[src/hw/ccs_pkg.sv]
// package: register map, field positions and types of the status/shutdown block
package ccs_pkg;
    // register byte offsets on the avalon slave
    localparam logic [3:0] CTRL_OFS = 4'h0;
    localparam logic [3:0] CON3_OFS = 4'h4;
    localparam logic [3:0] STAT_OFS = 4'h8;
    localparam logic [3:0] SRC_OFS = 4'hC;
    // control 3 register fields
    localparam int DT_LSB = 0;
    localparam int BDF_LSB = 16;
    // control register fields
    localparam int TRIGGERED_OPERATION_ENABLE_BIT = 0;
    localparam int RSEN_BIT = 1;
    localparam int GSM_LSB = 2;
    // status register field positions
    localparam int PRL_BIT = 20;
    localparam int TMRH_BIT = 19;
    localparam int TMRL_BIT = 18;
    localparam int RB_BIT = 17;
    localparam int RA_BIT = 16;
    localparam int ARM_BIT = 10;
    localparam int TRIG_BIT = 7;
    localparam int TRIGGER_SET_REQUEST_BIT = 6;
    localparam int TRIGGER_CLEAR_REQUEST_BIT = 5;
    localparam int AUTO_SHUTDOWN_EVENT_BIT = 4;
    localparam int SINGLE_EDGE_COMPARE_EVENT_BIT = 3;
    localparam int CAPTURE_DISABLE_BIT = 2;
    localparam int CAPTURE_FIFO_OVERFLOW_BIT = 1;
    localparam int CAPTURE_BUFFER_NOT_EMPTY_BIT = 0;
    // reset values and field encodings
    localparam logic [31:0] RST_WORD = 32'h0000_0000;
    localparam logic [1:0] GSM_LEVEL = 2'h0;
    localparam logic [1:0] GSM_RISE = 2'h1;
    localparam logic [1:0] GSM_FALL = 2'h2;
    localparam logic [1:0] PSS_ACTIVE = 2'h3;
    localparam logic [1:0] PSS_INACTIVE = 2'h2;
    localparam logic [5:0] DT_OFF = 6'h00;
    // one pin pair: drive level and output enable
    typedef struct packed {
        logic lvl;
        logic oe;
    } ccs_pin_s;
    // hardware event strobes from the module datapaths
    typedef struct packed {
        logic [4:0] wip;
        logic hw_trig;
        logic sc_event;
        logic cap_ovf;
        logic buf_ne;
        logic period_start;
    } ccs_evt_s;
endpackage : ccs_pkg

[src/hw/ccs_deadtime.sv]
// one complementary channel pair with programmable dead time
`timescale 1ns/10ps
`default_nettype none
module ccs_deadtime (
    input wire logic clk_in,
    input wire logic arst_n_in,
    input wire logic pwm_in,
    input wire logic [5:0] dt_in,
    output logic hi_out,
    output logic lo_out
);
    logic [5:0] cnt_ff;
    logic [5:0] nxt_cnt;
    logic prev_ff;
    logic hi_ff;
    logic lo_ff;
    wire edge_seen = pwm_in != prev_ff;
    wire dt_on = dt_in != ccs_pkg::DT_OFF;
    wire settle = cnt_ff == 6'h00;
    // a new edge restarts the gap so both sides are never high together
    // the edge cycle itself is the first dead period, so load one less
    assign nxt_cnt = edge_seen ? dt_in - 6'h01 :
        (settle ? 6'h00 : cnt_ff - 6'h01);
    always_ff @(posedge clk_in or negedge arst_n_in) begin
        if (!arst_n_in) begin
            cnt_ff <= 6'h00;
            prev_ff <= 1'b0;
            hi_ff <= 1'b0;
            lo_ff <= 1'b0;
        end else begin
            cnt_ff <= nxt_cnt;
            prev_ff <= pwm_in;
            hi_ff <= dt_on ? (pwm_in && !edge_seen && settle) : pwm_in;
            lo_ff <= dt_on ? (!pwm_in && !edge_seen && settle) : !pwm_in;
        end
    end
    assign hi_out = hi_ff;
    assign lo_out = lo_ff;
endmodule : ccs_deadtime
`default_nettype wire

[src/hw/ccs_top.sv]
// status register, shutdown drive and dead-time output stage
// Summary of operation
// - in shutdown, the b pin is driven active, inactive or tristated per field
// - dead-time count n inserts n delay periods between complementary outputs
// - dead-time count zero disables the dead-time logic
// - shutdown state and dead-time fields exist only in multi-output variant
// - bit 20 reads one while period register update is in progress
// - bits 19 and 18 show timer high and low update in progress
// - bits 17 and 16 show compare b and a update in progress
// - writing one to bit 10 arms one-shot gating in modes 01/10
// - bit 7 shows timer triggered and running; clear request drops it
// - with triggered operation enabled, writing one to bit 6 triggers
// - with triggered operation enabled, writing one to bit 5 cancels
// - bit 4 reads one while shutdown holds outputs in shutdown state
// - bit 3 sets on single-edge compare event and is clearable
// - while capture disable is set, capture input events are blocked
// - bit 1 sets on capture fifo overflow and is clearable
// - bit 0 reads one whenever capture buffer holds data
// - unimplemented status bits always read zero
// - with restart enabled, shutdown flag clears at next period after input ends
// - gating 01 rising edge enables, 10 falling disables, 00 level-sensitive
`timescale 1ns/10ps
`default_nettype none
module ccs_top #(
    parameter bit MULTI_OUT = 1'b1
) (
    input wire logic clk_in,
    input wire logic arst_n_in,
    input wire logic [3:0] avs_address_in,
    input wire logic avs_read_in,
    input wire logic avs_write_in,
    input wire logic [31:0] avs_writedata_in,
    input wire logic [3:0] avs_byteenable_in,
    output logic [31:0] avs_readdata_out,
    output logic avs_waitrequest_out,
    input wire ccs_pkg::ccs_evt_s evt_in,
    input wire logic pwm_in,
    input wire logic shutdown_pin_in,
    input wire logic gate_pin_in,
    input wire logic capture_pin_in,
    output logic capture_event_out,
    output logic timer_run_out,
    output ccs_pkg::ccs_pin_s pin_a_out,
    output ccs_pkg::ccs_pin_s pin_b_out
);
    // =====================================================
    // pin synchronisers
    logic [2:0] s1_ff;
    logic [2:0] s2_ff;
    logic gate_d_ff;
    logic cap_d_ff;
    always_ff @(posedge clk_in or negedge arst_n_in) begin
        if (!arst_n_in) begin
            s1_ff <= 3'h0;
            s2_ff <= 3'h0;
            gate_d_ff <= 1'b0;
            cap_d_ff <= 1'b0;
        end else begin
            s1_ff <= {shutdown_pin_in, gate_pin_in, capture_pin_in};
            s2_ff <= s1_ff;
            gate_d_ff <= s2_ff[1];
            cap_d_ff <= s2_ff[0];
        end
    end
    wire sd_lvl = s2_ff[2];
    wire gate_rise = s2_ff[1] && !gate_d_ff;
    wire gate_fall = !s2_ff[1] && gate_d_ff;
    wire cap_rise = s2_ff[0] && !cap_d_ff;

    // =====================================================
    // bus decode; every access completes one cycle after it is seen
    logic ack_ff;
    wire req = (avs_read_in || avs_write_in) && !ack_ff;
    // a write lands at the edge where waitrequest is seen low by the master
    wire wr = avs_write_in && ack_ff;
    wire wr_ctrl = wr && avs_address_in == ccs_pkg::CTRL_OFS;
    wire wr_con3 = wr && avs_address_in == ccs_pkg::CON3_OFS;
    wire wr_stat = wr && avs_address_in == ccs_pkg::STAT_OFS;
    wire [31:0] wd = avs_writedata_in;
    wire be0 = avs_byteenable_in[0];
    wire be1 = avs_byteenable_in[1];
    wire be2 = avs_byteenable_in[2];

    // =====================================================
    // control registers
    logic triggered_operation_enable_ff;
    logic rsen_ff;
    logic [1:0] gsm_ff;
    logic [1:0] pss_ff;
    logic [5:0] dt_ff;
    always_ff @(posedge clk_in or negedge arst_n_in) begin
        if (!arst_n_in) begin
            triggered_operation_enable_ff <= 1'b0;
            rsen_ff <= 1'b0;
            gsm_ff <= ccs_pkg::GSM_LEVEL;
            pss_ff <= 2'h0;
            dt_ff <= ccs_pkg::DT_OFF;
        end else begin
            if (wr_ctrl && be0) begin
                triggered_operation_enable_ff <= wd[ccs_pkg::TRIGGERED_OPERATION_ENABLE_BIT];
                rsen_ff <= wd[ccs_pkg::RSEN_BIT];
                gsm_ff <= wd[ccs_pkg::GSM_LSB +: 2];
            end
            // single-output builds keep these fields at zero
            if (wr_con3 && be2 && MULTI_OUT)
                pss_ff <= wd[ccs_pkg::BDF_LSB +: 2];
            if (wr_con3 && be0 && MULTI_OUT)
                dt_ff <= wd[ccs_pkg::DT_LSB +: 6];
        end
    end

    // =====================================================
    // status flags
    logic trig_ff;
    logic auto_shutdown_event_ff;
    logic single_edge_compare_event_ff;
    logic capture_disable_ff;
    logic capture_fifo_overflow_ff;
    logic armed_ff;
    wire set_req = wr_stat && be0 && wd[ccs_pkg::TRIGGER_SET_REQUEST_BIT] && triggered_operation_enable_ff;
    wire clr_req = wr_stat && be0 && wd[ccs_pkg::TRIGGER_CLEAR_REQUEST_BIT] && triggered_operation_enable_ff;
    wire arm_req = wr_stat && be1 && wd[ccs_pkg::ARM_BIT]
        && (gsm_ff == ccs_pkg::GSM_RISE || gsm_ff == ccs_pkg::GSM_FALL);
    // writing zero clears; set always wins over clear
    wire sw_clr_as = wr_stat && be0 && !wd[ccs_pkg::AUTO_SHUTDOWN_EVENT_BIT];
    wire sw_clr_sc = wr_stat && be0 && !wd[ccs_pkg::SINGLE_EDGE_COMPARE_EVENT_BIT];
    wire sw_clr_ov = wr_stat && be0 && !wd[ccs_pkg::CAPTURE_FIFO_OVERFLOW_BIT];
    wire hw_clr_as = rsen_ff && !sd_lvl && evt_in.period_start;
    wire gsm_level = gsm_ff == ccs_pkg::GSM_LEVEL;
    wire one_rise = armed_ff && gsm_ff == ccs_pkg::GSM_RISE && gate_rise;
    wire one_fall = armed_ff && gsm_ff == ccs_pkg::GSM_FALL && gate_fall;
    logic nxt_capture_disable;
    assign nxt_capture_disable = gsm_level ? !s2_ff[1] :
        (one_rise ? 1'b0 : (one_fall ? 1'b1 : capture_disable_ff));
    always_ff @(posedge clk_in or negedge arst_n_in) begin
        if (!arst_n_in) begin
            trig_ff <= 1'b0;
            auto_shutdown_event_ff <= 1'b0;
            single_edge_compare_event_ff <= 1'b0;
            capture_disable_ff <= 1'b0;
            capture_fifo_overflow_ff <= 1'b0;
            armed_ff <= 1'b0;
        end else begin
            // a clear request cancels even a same-cycle hardware trigger
            trig_ff <= clr_req ? 1'b0 :
                ((set_req || evt_in.hw_trig) ? 1'b1 : trig_ff);
            auto_shutdown_event_ff <= sd_lvl ? 1'b1 :
                ((sw_clr_as || hw_clr_as) ? 1'b0 : auto_shutdown_event_ff);
            single_edge_compare_event_ff <= evt_in.sc_event ? 1'b1 :
                (sw_clr_sc ? 1'b0 : single_edge_compare_event_ff);
            capture_fifo_overflow_ff <= evt_in.cap_ovf ? 1'b1 :
                (sw_clr_ov ? 1'b0 : capture_fifo_overflow_ff);
            capture_disable_ff <= nxt_capture_disable;
            armed_ff <= arm_req ? 1'b1 :
                ((one_rise || one_fall) ? 1'b0 : armed_ff);
        end
    end

    // =====================================================
    // read mux; unimplemented and write-only bits read zero
    logic [31:0] stat_word;
    always_comb begin
        stat_word = ccs_pkg::RST_WORD;
        stat_word[ccs_pkg::PRL_BIT] = evt_in.wip[4];
        stat_word[ccs_pkg::TMRH_BIT] = evt_in.wip[3];
        stat_word[ccs_pkg::TMRL_BIT] = evt_in.wip[2];
        stat_word[ccs_pkg::RB_BIT] = evt_in.wip[1];
        stat_word[ccs_pkg::RA_BIT] = evt_in.wip[0];
        stat_word[ccs_pkg::TRIG_BIT] = trig_ff;
        stat_word[ccs_pkg::AUTO_SHUTDOWN_EVENT_BIT] = auto_shutdown_event_ff;
        stat_word[ccs_pkg::SINGLE_EDGE_COMPARE_EVENT_BIT] = single_edge_compare_event_ff;
        stat_word[ccs_pkg::CAPTURE_DISABLE_BIT] = capture_disable_ff;
        stat_word[ccs_pkg::CAPTURE_FIFO_OVERFLOW_BIT] = capture_fifo_overflow_ff;
        stat_word[ccs_pkg::CAPTURE_BUFFER_NOT_EMPTY_BIT] = evt_in.buf_ne;
    end
    logic [31:0] rd_mux;
    always_comb begin
        case (avs_address_in)
            ccs_pkg::CTRL_OFS: rd_mux = {28'h0000000, gsm_ff, rsen_ff, triggered_operation_enable_ff};
            ccs_pkg::CON3_OFS: rd_mux = {14'h0000, pss_ff, 10'h000, dt_ff};
            ccs_pkg::STAT_OFS: rd_mux = stat_word;
            default: rd_mux = ccs_pkg::RST_WORD;
        endcase
    end
    always_ff @(posedge clk_in or negedge arst_n_in) begin
        if (!arst_n_in) begin
            ack_ff <= 1'b0;
            avs_readdata_out <= ccs_pkg::RST_WORD;
        end else begin
            ack_ff <= req;
            if (req && avs_read_in)
                avs_readdata_out <= rd_mux;
        end
    end
    // waitrequest is low only in the cycle after the request was seen
    logic wait_ff;
    always_ff @(posedge clk_in or negedge arst_n_in) begin
        if (!arst_n_in)
            wait_ff <= 1'b1;
        else
            wait_ff <= !req;
    end
    assign avs_waitrequest_out = wait_ff;

    // =====================================================
    // output stage
    logic dt_hi;
    logic dt_lo;
    ccs_deadtime u_dt (
        .clk_in(clk_in),
        .arst_n_in(arst_n_in),
        .pwm_in(pwm_in),
        .dt_in(dt_ff),
        .hi_out(dt_hi),
        .lo_out(dt_lo)
    );
    logic cap_ff;
    logic run_ff;
    always_ff @(posedge clk_in or negedge arst_n_in) begin
        if (!arst_n_in) begin
            pin_a_out <= '0;
            pin_b_out <= '0;
            cap_ff <= 1'b0;
            run_ff <= 1'b0;
        end else begin
            pin_a_out <= '{lvl: dt_hi && !auto_shutdown_event_ff, oe: 1'b1};
            if (auto_shutdown_event_ff)
                pin_b_out <= '{lvl: pss_ff == ccs_pkg::PSS_ACTIVE,
                    oe: pss_ff[1]};
            else
                pin_b_out <= '{lvl: dt_lo, oe: 1'b1};
            cap_ff <= cap_rise && !capture_disable_ff;
            run_ff <= trig_ff;
        end
    end
    assign capture_event_out = cap_ff;
    assign timer_run_out = run_ff;

    // =====================================================
    // checks
    chk_shutdown_tri: assert property (@(posedge clk_in) disable iff (!arst_n_in)
        auto_shutdown_event_ff && !pss_ff[1] |=> !pin_b_out.oe)
        else $error("b pin driven while shutdown tristate");
    chk_shutdown_act: assert property (@(posedge clk_in) disable iff (!arst_n_in)
        auto_shutdown_event_ff && pss_ff == ccs_pkg::PSS_ACTIVE |=> pin_b_out.lvl && pin_b_out.oe)
        else $error("b pin not active in shutdown");
    chk_trig_clear: assert property (@(posedge clk_in) disable iff (!arst_n_in)
        clr_req |=> !trig_ff ##1 !timer_run_out)
        else $error("trigger not cancelled");
    chk_trig_set: assert property (@(posedge clk_in) disable iff (!arst_n_in)
        set_req && !clr_req |=> trig_ff)
        else $error("trigger not set");
    chk_auto_shutdown_event_hold: assert property (@(posedge clk_in) disable iff (!arst_n_in)
        sd_lvl |=> auto_shutdown_event_ff)
        else $error("shutdown flag missing");
    chk_single_edge_compare_event_sticky: assert property (@(posedge clk_in) disable iff (!arst_n_in)
        evt_in.sc_event |=> single_edge_compare_event_ff)
        else $error("compare flag lost");
    chk_capture_block: assert property (@(posedge clk_in) disable iff (!arst_n_in)
        capture_disable_ff && $stable(capture_disable_ff) |=> !capture_event_out)
        else $error("capture while disabled");
    chk_ovf_sticky: assert property (@(posedge clk_in) disable iff (!arst_n_in)
        evt_in.cap_ovf |=> capture_fifo_overflow_ff)
        else $error("overflow flag lost");
    chk_restart_clr: assert property (@(posedge clk_in) disable iff (!arst_n_in)
        hw_clr_as |=> !auto_shutdown_event_ff)
        else $error("shutdown flag not auto cleared");
    chk_dt_gap: assert property (@(posedge clk_in) disable iff (!arst_n_in)
        !(dt_hi && dt_lo))
        else $error("complementary overlap");
endmodule : ccs_top
`default_nettype wire

[config.mk]
export PLATFORM = sky130hd
export DESIGN_NAME = ccs_top
export DESIGN_NICKNAME = d
export VERILOG_FILES = /design/src/hw/ccs_pkg.sv /design/src/hw/ccs_deadtime.sv /design/src/hw/ccs_top.sv
export SDC_FILE = /design/constraint.sdc
export NUM_CORES = 1
export LEC_CHECK = 0
export BUFFER_PORTS_ARGS = -buffer_cell sky130_fd_sc_hd__clkbuf_2
export CORE_MARGIN = 1
export CORE_UTILIZATION = 40
export DETAILED_ROUTE_END_ITERATION = 16
export PLACE_DENSITY = 0.77
export SYNTH_ARGS = -nofsm -noshare
export SYNTH_HDL_FRONTEND = slang
export SYNTH_SLANG_ARGS = --single-unit
[constraint.sdc]
create_clock -name clk_in -period 1.9 [get_ports clk_in]
set_input_delay 0.095 -clock clk_in [delete_from_list [all_inputs] [get_ports clk_in]]
set_output_delay 0.095 -clock clk_in [all_outputs]
set_load 0.01 [all_outputs]
==> reports/results.ini <==
[run_status]
outcome=completed

[hold_path]
hold_path_startpoint=evt_in[7]
min_path_cells=3
terminating_pin_of_the_worst_hold_path=avs_readdata_out[18]
min_path_type=in2reg

[yosys]
synthArstFlopShare_pct=100
synth_cells=231
synth.lib_cells_used.distinct=45
yosysWarnings=0
synth_top_cell_area_share_pct=52.7
synth.area.top_cells=sky130_fd_sc_hd__dfrtp_1 53%, sky130_fd_sc_hd__buf_4 6.1%, sky130_fd_sc_hd__mux2_2 5.3%
top_reg_cell_synth=sky130_fd_sc_hd__dfrtp_1
synth_sequential_area_ratio_pct=53.7
ys_seq_elements=55
post_synth.cell_area_avg_um2=11.1
synth_area_leader_cell=sky130_fd_sc_hd__dfrtp_1
number_of_synthesized_flops_with_an_enable_pin=0
synth_area_um2=2570

[place]
dpl-instance-area_um2=2830
place_inst=353
globalplace.congestion=0.840
place.port_buffers=53
place.detailed.hpwl_mm=3.77
pre_cts_ws_ns=0.327

[grt]
grt_pass1_wl_mm=8.31
maximum_number_of_pins_on_one_net_before_global_route_repair=56
via_count_of_the_first_global_routing_pass=1813
gr-total-overflow=0
antenna_found_initial=0
grt_use_total_pct=16.7

[clock_network]
cts_buffer_depth=2
tritoncts_clock_tree=built
path_clk_slew_ns=0.09
cts_num_sinks=55
ctsRootBufferMaster=sky130_fd_sc_hd__clkbuf_8
insertion_delay_ns=0.31
ctsHtreeMaxLevel=2
cts_buffers=5

[power_and_ir_drop]
power.sequential.fraction_pct=56.1
sw_frac_of_total_pct=29.0
total_switching_power_mw=0.737
internal_power_mw=1.81
power.density_nw_per_um2=844
ir_drop_worst_vdd_mv=0.477
power_frac_clock_pct=24.4
share_comb_of_total_power_pct=19.6
cellLeakagePower_nw=1.48

[timing]
setup_repair_after_global_routing_missed_its_margin=no
fin_worst_skew_ns=0.00652
layout_setup_ws_ns=0.323
transition_time_of_the_tightest_slew_check_pin_ns=0.662
min_period_over_period_pct=83.0
relSlewSlack_pct=55.9
final-max-slew-violation-count=0
final.min_clock_period_ns=1.58
setup_tns_ns=0
setup_viol=0
number_of_failing_hold_endpoints_at_the_final_stage=0
fmax_mhz=634

[floorplanning]
io-pin-count=97
floorplan.initialDensity_pct=42.3
die_width_um=82.1
die-area_um2=6740
die_h_um=82.1
fp-row-count=28
fp.coreArea_um2=6060

[layout]
area_growth_pct=17.4
area.sequential_um2=1380
finalNetCount=362
layout-drive-gt1-share_pct=26.0
layout.cell_area.non_filler_um2=3010
n_antenna_cell=0
mostFrequentLayoutCell=sky130_fd_sc_hd__dfrtp_1
mostFrequentLayoutCells=54 x sky130_fd_sc_hd__dfrtp_1, 53 x sky130_fd_sc_hd__clkbuf_2, 24 x sky130_fd_sc_hd__nand2_1
multi_input_area_um2=1030
instances_no_fill=371
final.fill_count=562

[drt]
drt_pre_antenna_iters=5
avgRoutedWirePerCell_um=13.3
drt-initial-drc-count=121
vias_per_cell=5.05
dr_total_vias=1875
routed_wirelength_mm=4.94
antenna_violating_nets_post_route=0
number_of_drc_violations_after_detailed_routing=0

[setup_path]
regToRegEndpoint=u_dt.hi_out
criticalPathCategory=reg2reg
start_kind=flip-flop
critical_path_peak_fanout=6
timing.critical_path.to_type=flip-flop
arrival_ns=1.77
required_ns=2.10
r2r_slack_ns=0.32
worstRegToRegCells=3
reg2reg_from=dt_ff[2]

[flow_run]
cap_violations=0

[layout make-up]
type,count,share of cell area (%)
Inverter,11,1.37
Clock inverter,2,0.415
Tap cell,75,3.11
Timing Repair Buffer,65,12.6
Multi-Input combinational cell,157,34.3
Sequential cell,55,45.7
Clock buffer,6,2.41
[logic make-up (layout without fill, tap and decap cells)]
kind of cell	after synthesis	in the layout	share of synthesized area [%]
flip-flops	55	55	53.7
XOR/XNOR	5	5	1.71
AO/OA/AOI/OAI	40	40	10.5
multiplexers	16	16	6.83
other	2	21	0.293
buffers and inverters	38	84	8.78
AND/OR/NAND/NOR	66	66	13.8
adder cells (fa/ha/maj)	9	9	4.39
[synthesized netlist by cell type (all sizes together), types with 2 or more instances]
cell type	count
buf	24
clkbuf	3
a222oi	2
xor2	4
conb	2
nor4	2
nand3	6
a21oi	3
o21ai	15
nand2	24
nor2	4
nor3b	3
nor3	3
dfrtp	54
nor2b	3
nand2b	6
mux2i	4
or4	2
a2bb2oi	2
mux2	12
ha	9
a22oi	3
and4	2
o31ai	7
and2	2
a22o	2
inv	11
[worst max path at each step]
stage,from,endpoint,depth (start not counted)
after floorplan,dt_ff[2],u_dt.hi_out,3
after global placement,avs_address_in[3],dt_ff[5],4
after detailed placement,dt_ff[2],u_dt.hi_out,3
after CTS,dt_ff[2],u_dt.hi_out,3
after global routing,dt_ff[2],u_dt.cnt_ff[5],3
final,dt_ff[2],u_dt.hi_out,3
[routing by layer]
metal	track usage [%]	vias up	wire length, um
met5	0	-	0
met4	8.77	0	96
met1	20.6	899	2210
met3	2.97	9	271
li1	-	899	-
met2	27.7	68	2360
[registers in the layout (all words and copies together) (netlist names), 2 cells and up]
register and count:
s2_ff 3, gsm_ff 2, dt_ff 6, u_dt.cnt_ff 6
pin_b_out 2, avs_readdata_out 12, pin_a_out 2, s1_ff 3
pss_ff 2
[power groups by stage]
stage	logic, mW	registers, mW	clock network (mW)
floorplan	0.353	1.42	0
global placement	0.466	1.44	0
detailed placement	0.483	1.45	0
CTS	0.501	1.42	0.641
global route	0.569	1.45	0.688
finish	0.497	1.43	0.620
[what timing repair did]
action | CTS | global route
hold buffers | 9 | 1
setup buffers | 0 | 0
hold endpoints to repair | 62 | 1
gates resized for setup | 0 | 0
[worst max-delay path: stages, from the launching register on]
cell and delay (ns):
sky130_fd_sc_hd__dfrtp_1 0.45, sky130_fd_sc_hd__or3_1 0.42, sky130_fd_sc_hd__or3b_1 0.45, sky130_fd_sc_hd__mux2i_1 0.14
[through the flow]
step / total power, mW / util, % / hold WS, ns
after floorplan: 1.78 / - / -0.201
after global placement: 1.90 / 46.7 / 0.203
after detailed placement: 1.93 / 46.7 / 0.205
after CTS: 2.57 / 49.5 / 0.00310
after global routing: 2.71 / 49.7 / 0.0263
final: 2.54 / 49.7 / 0.0118
(Power assumes the default switching activity.)
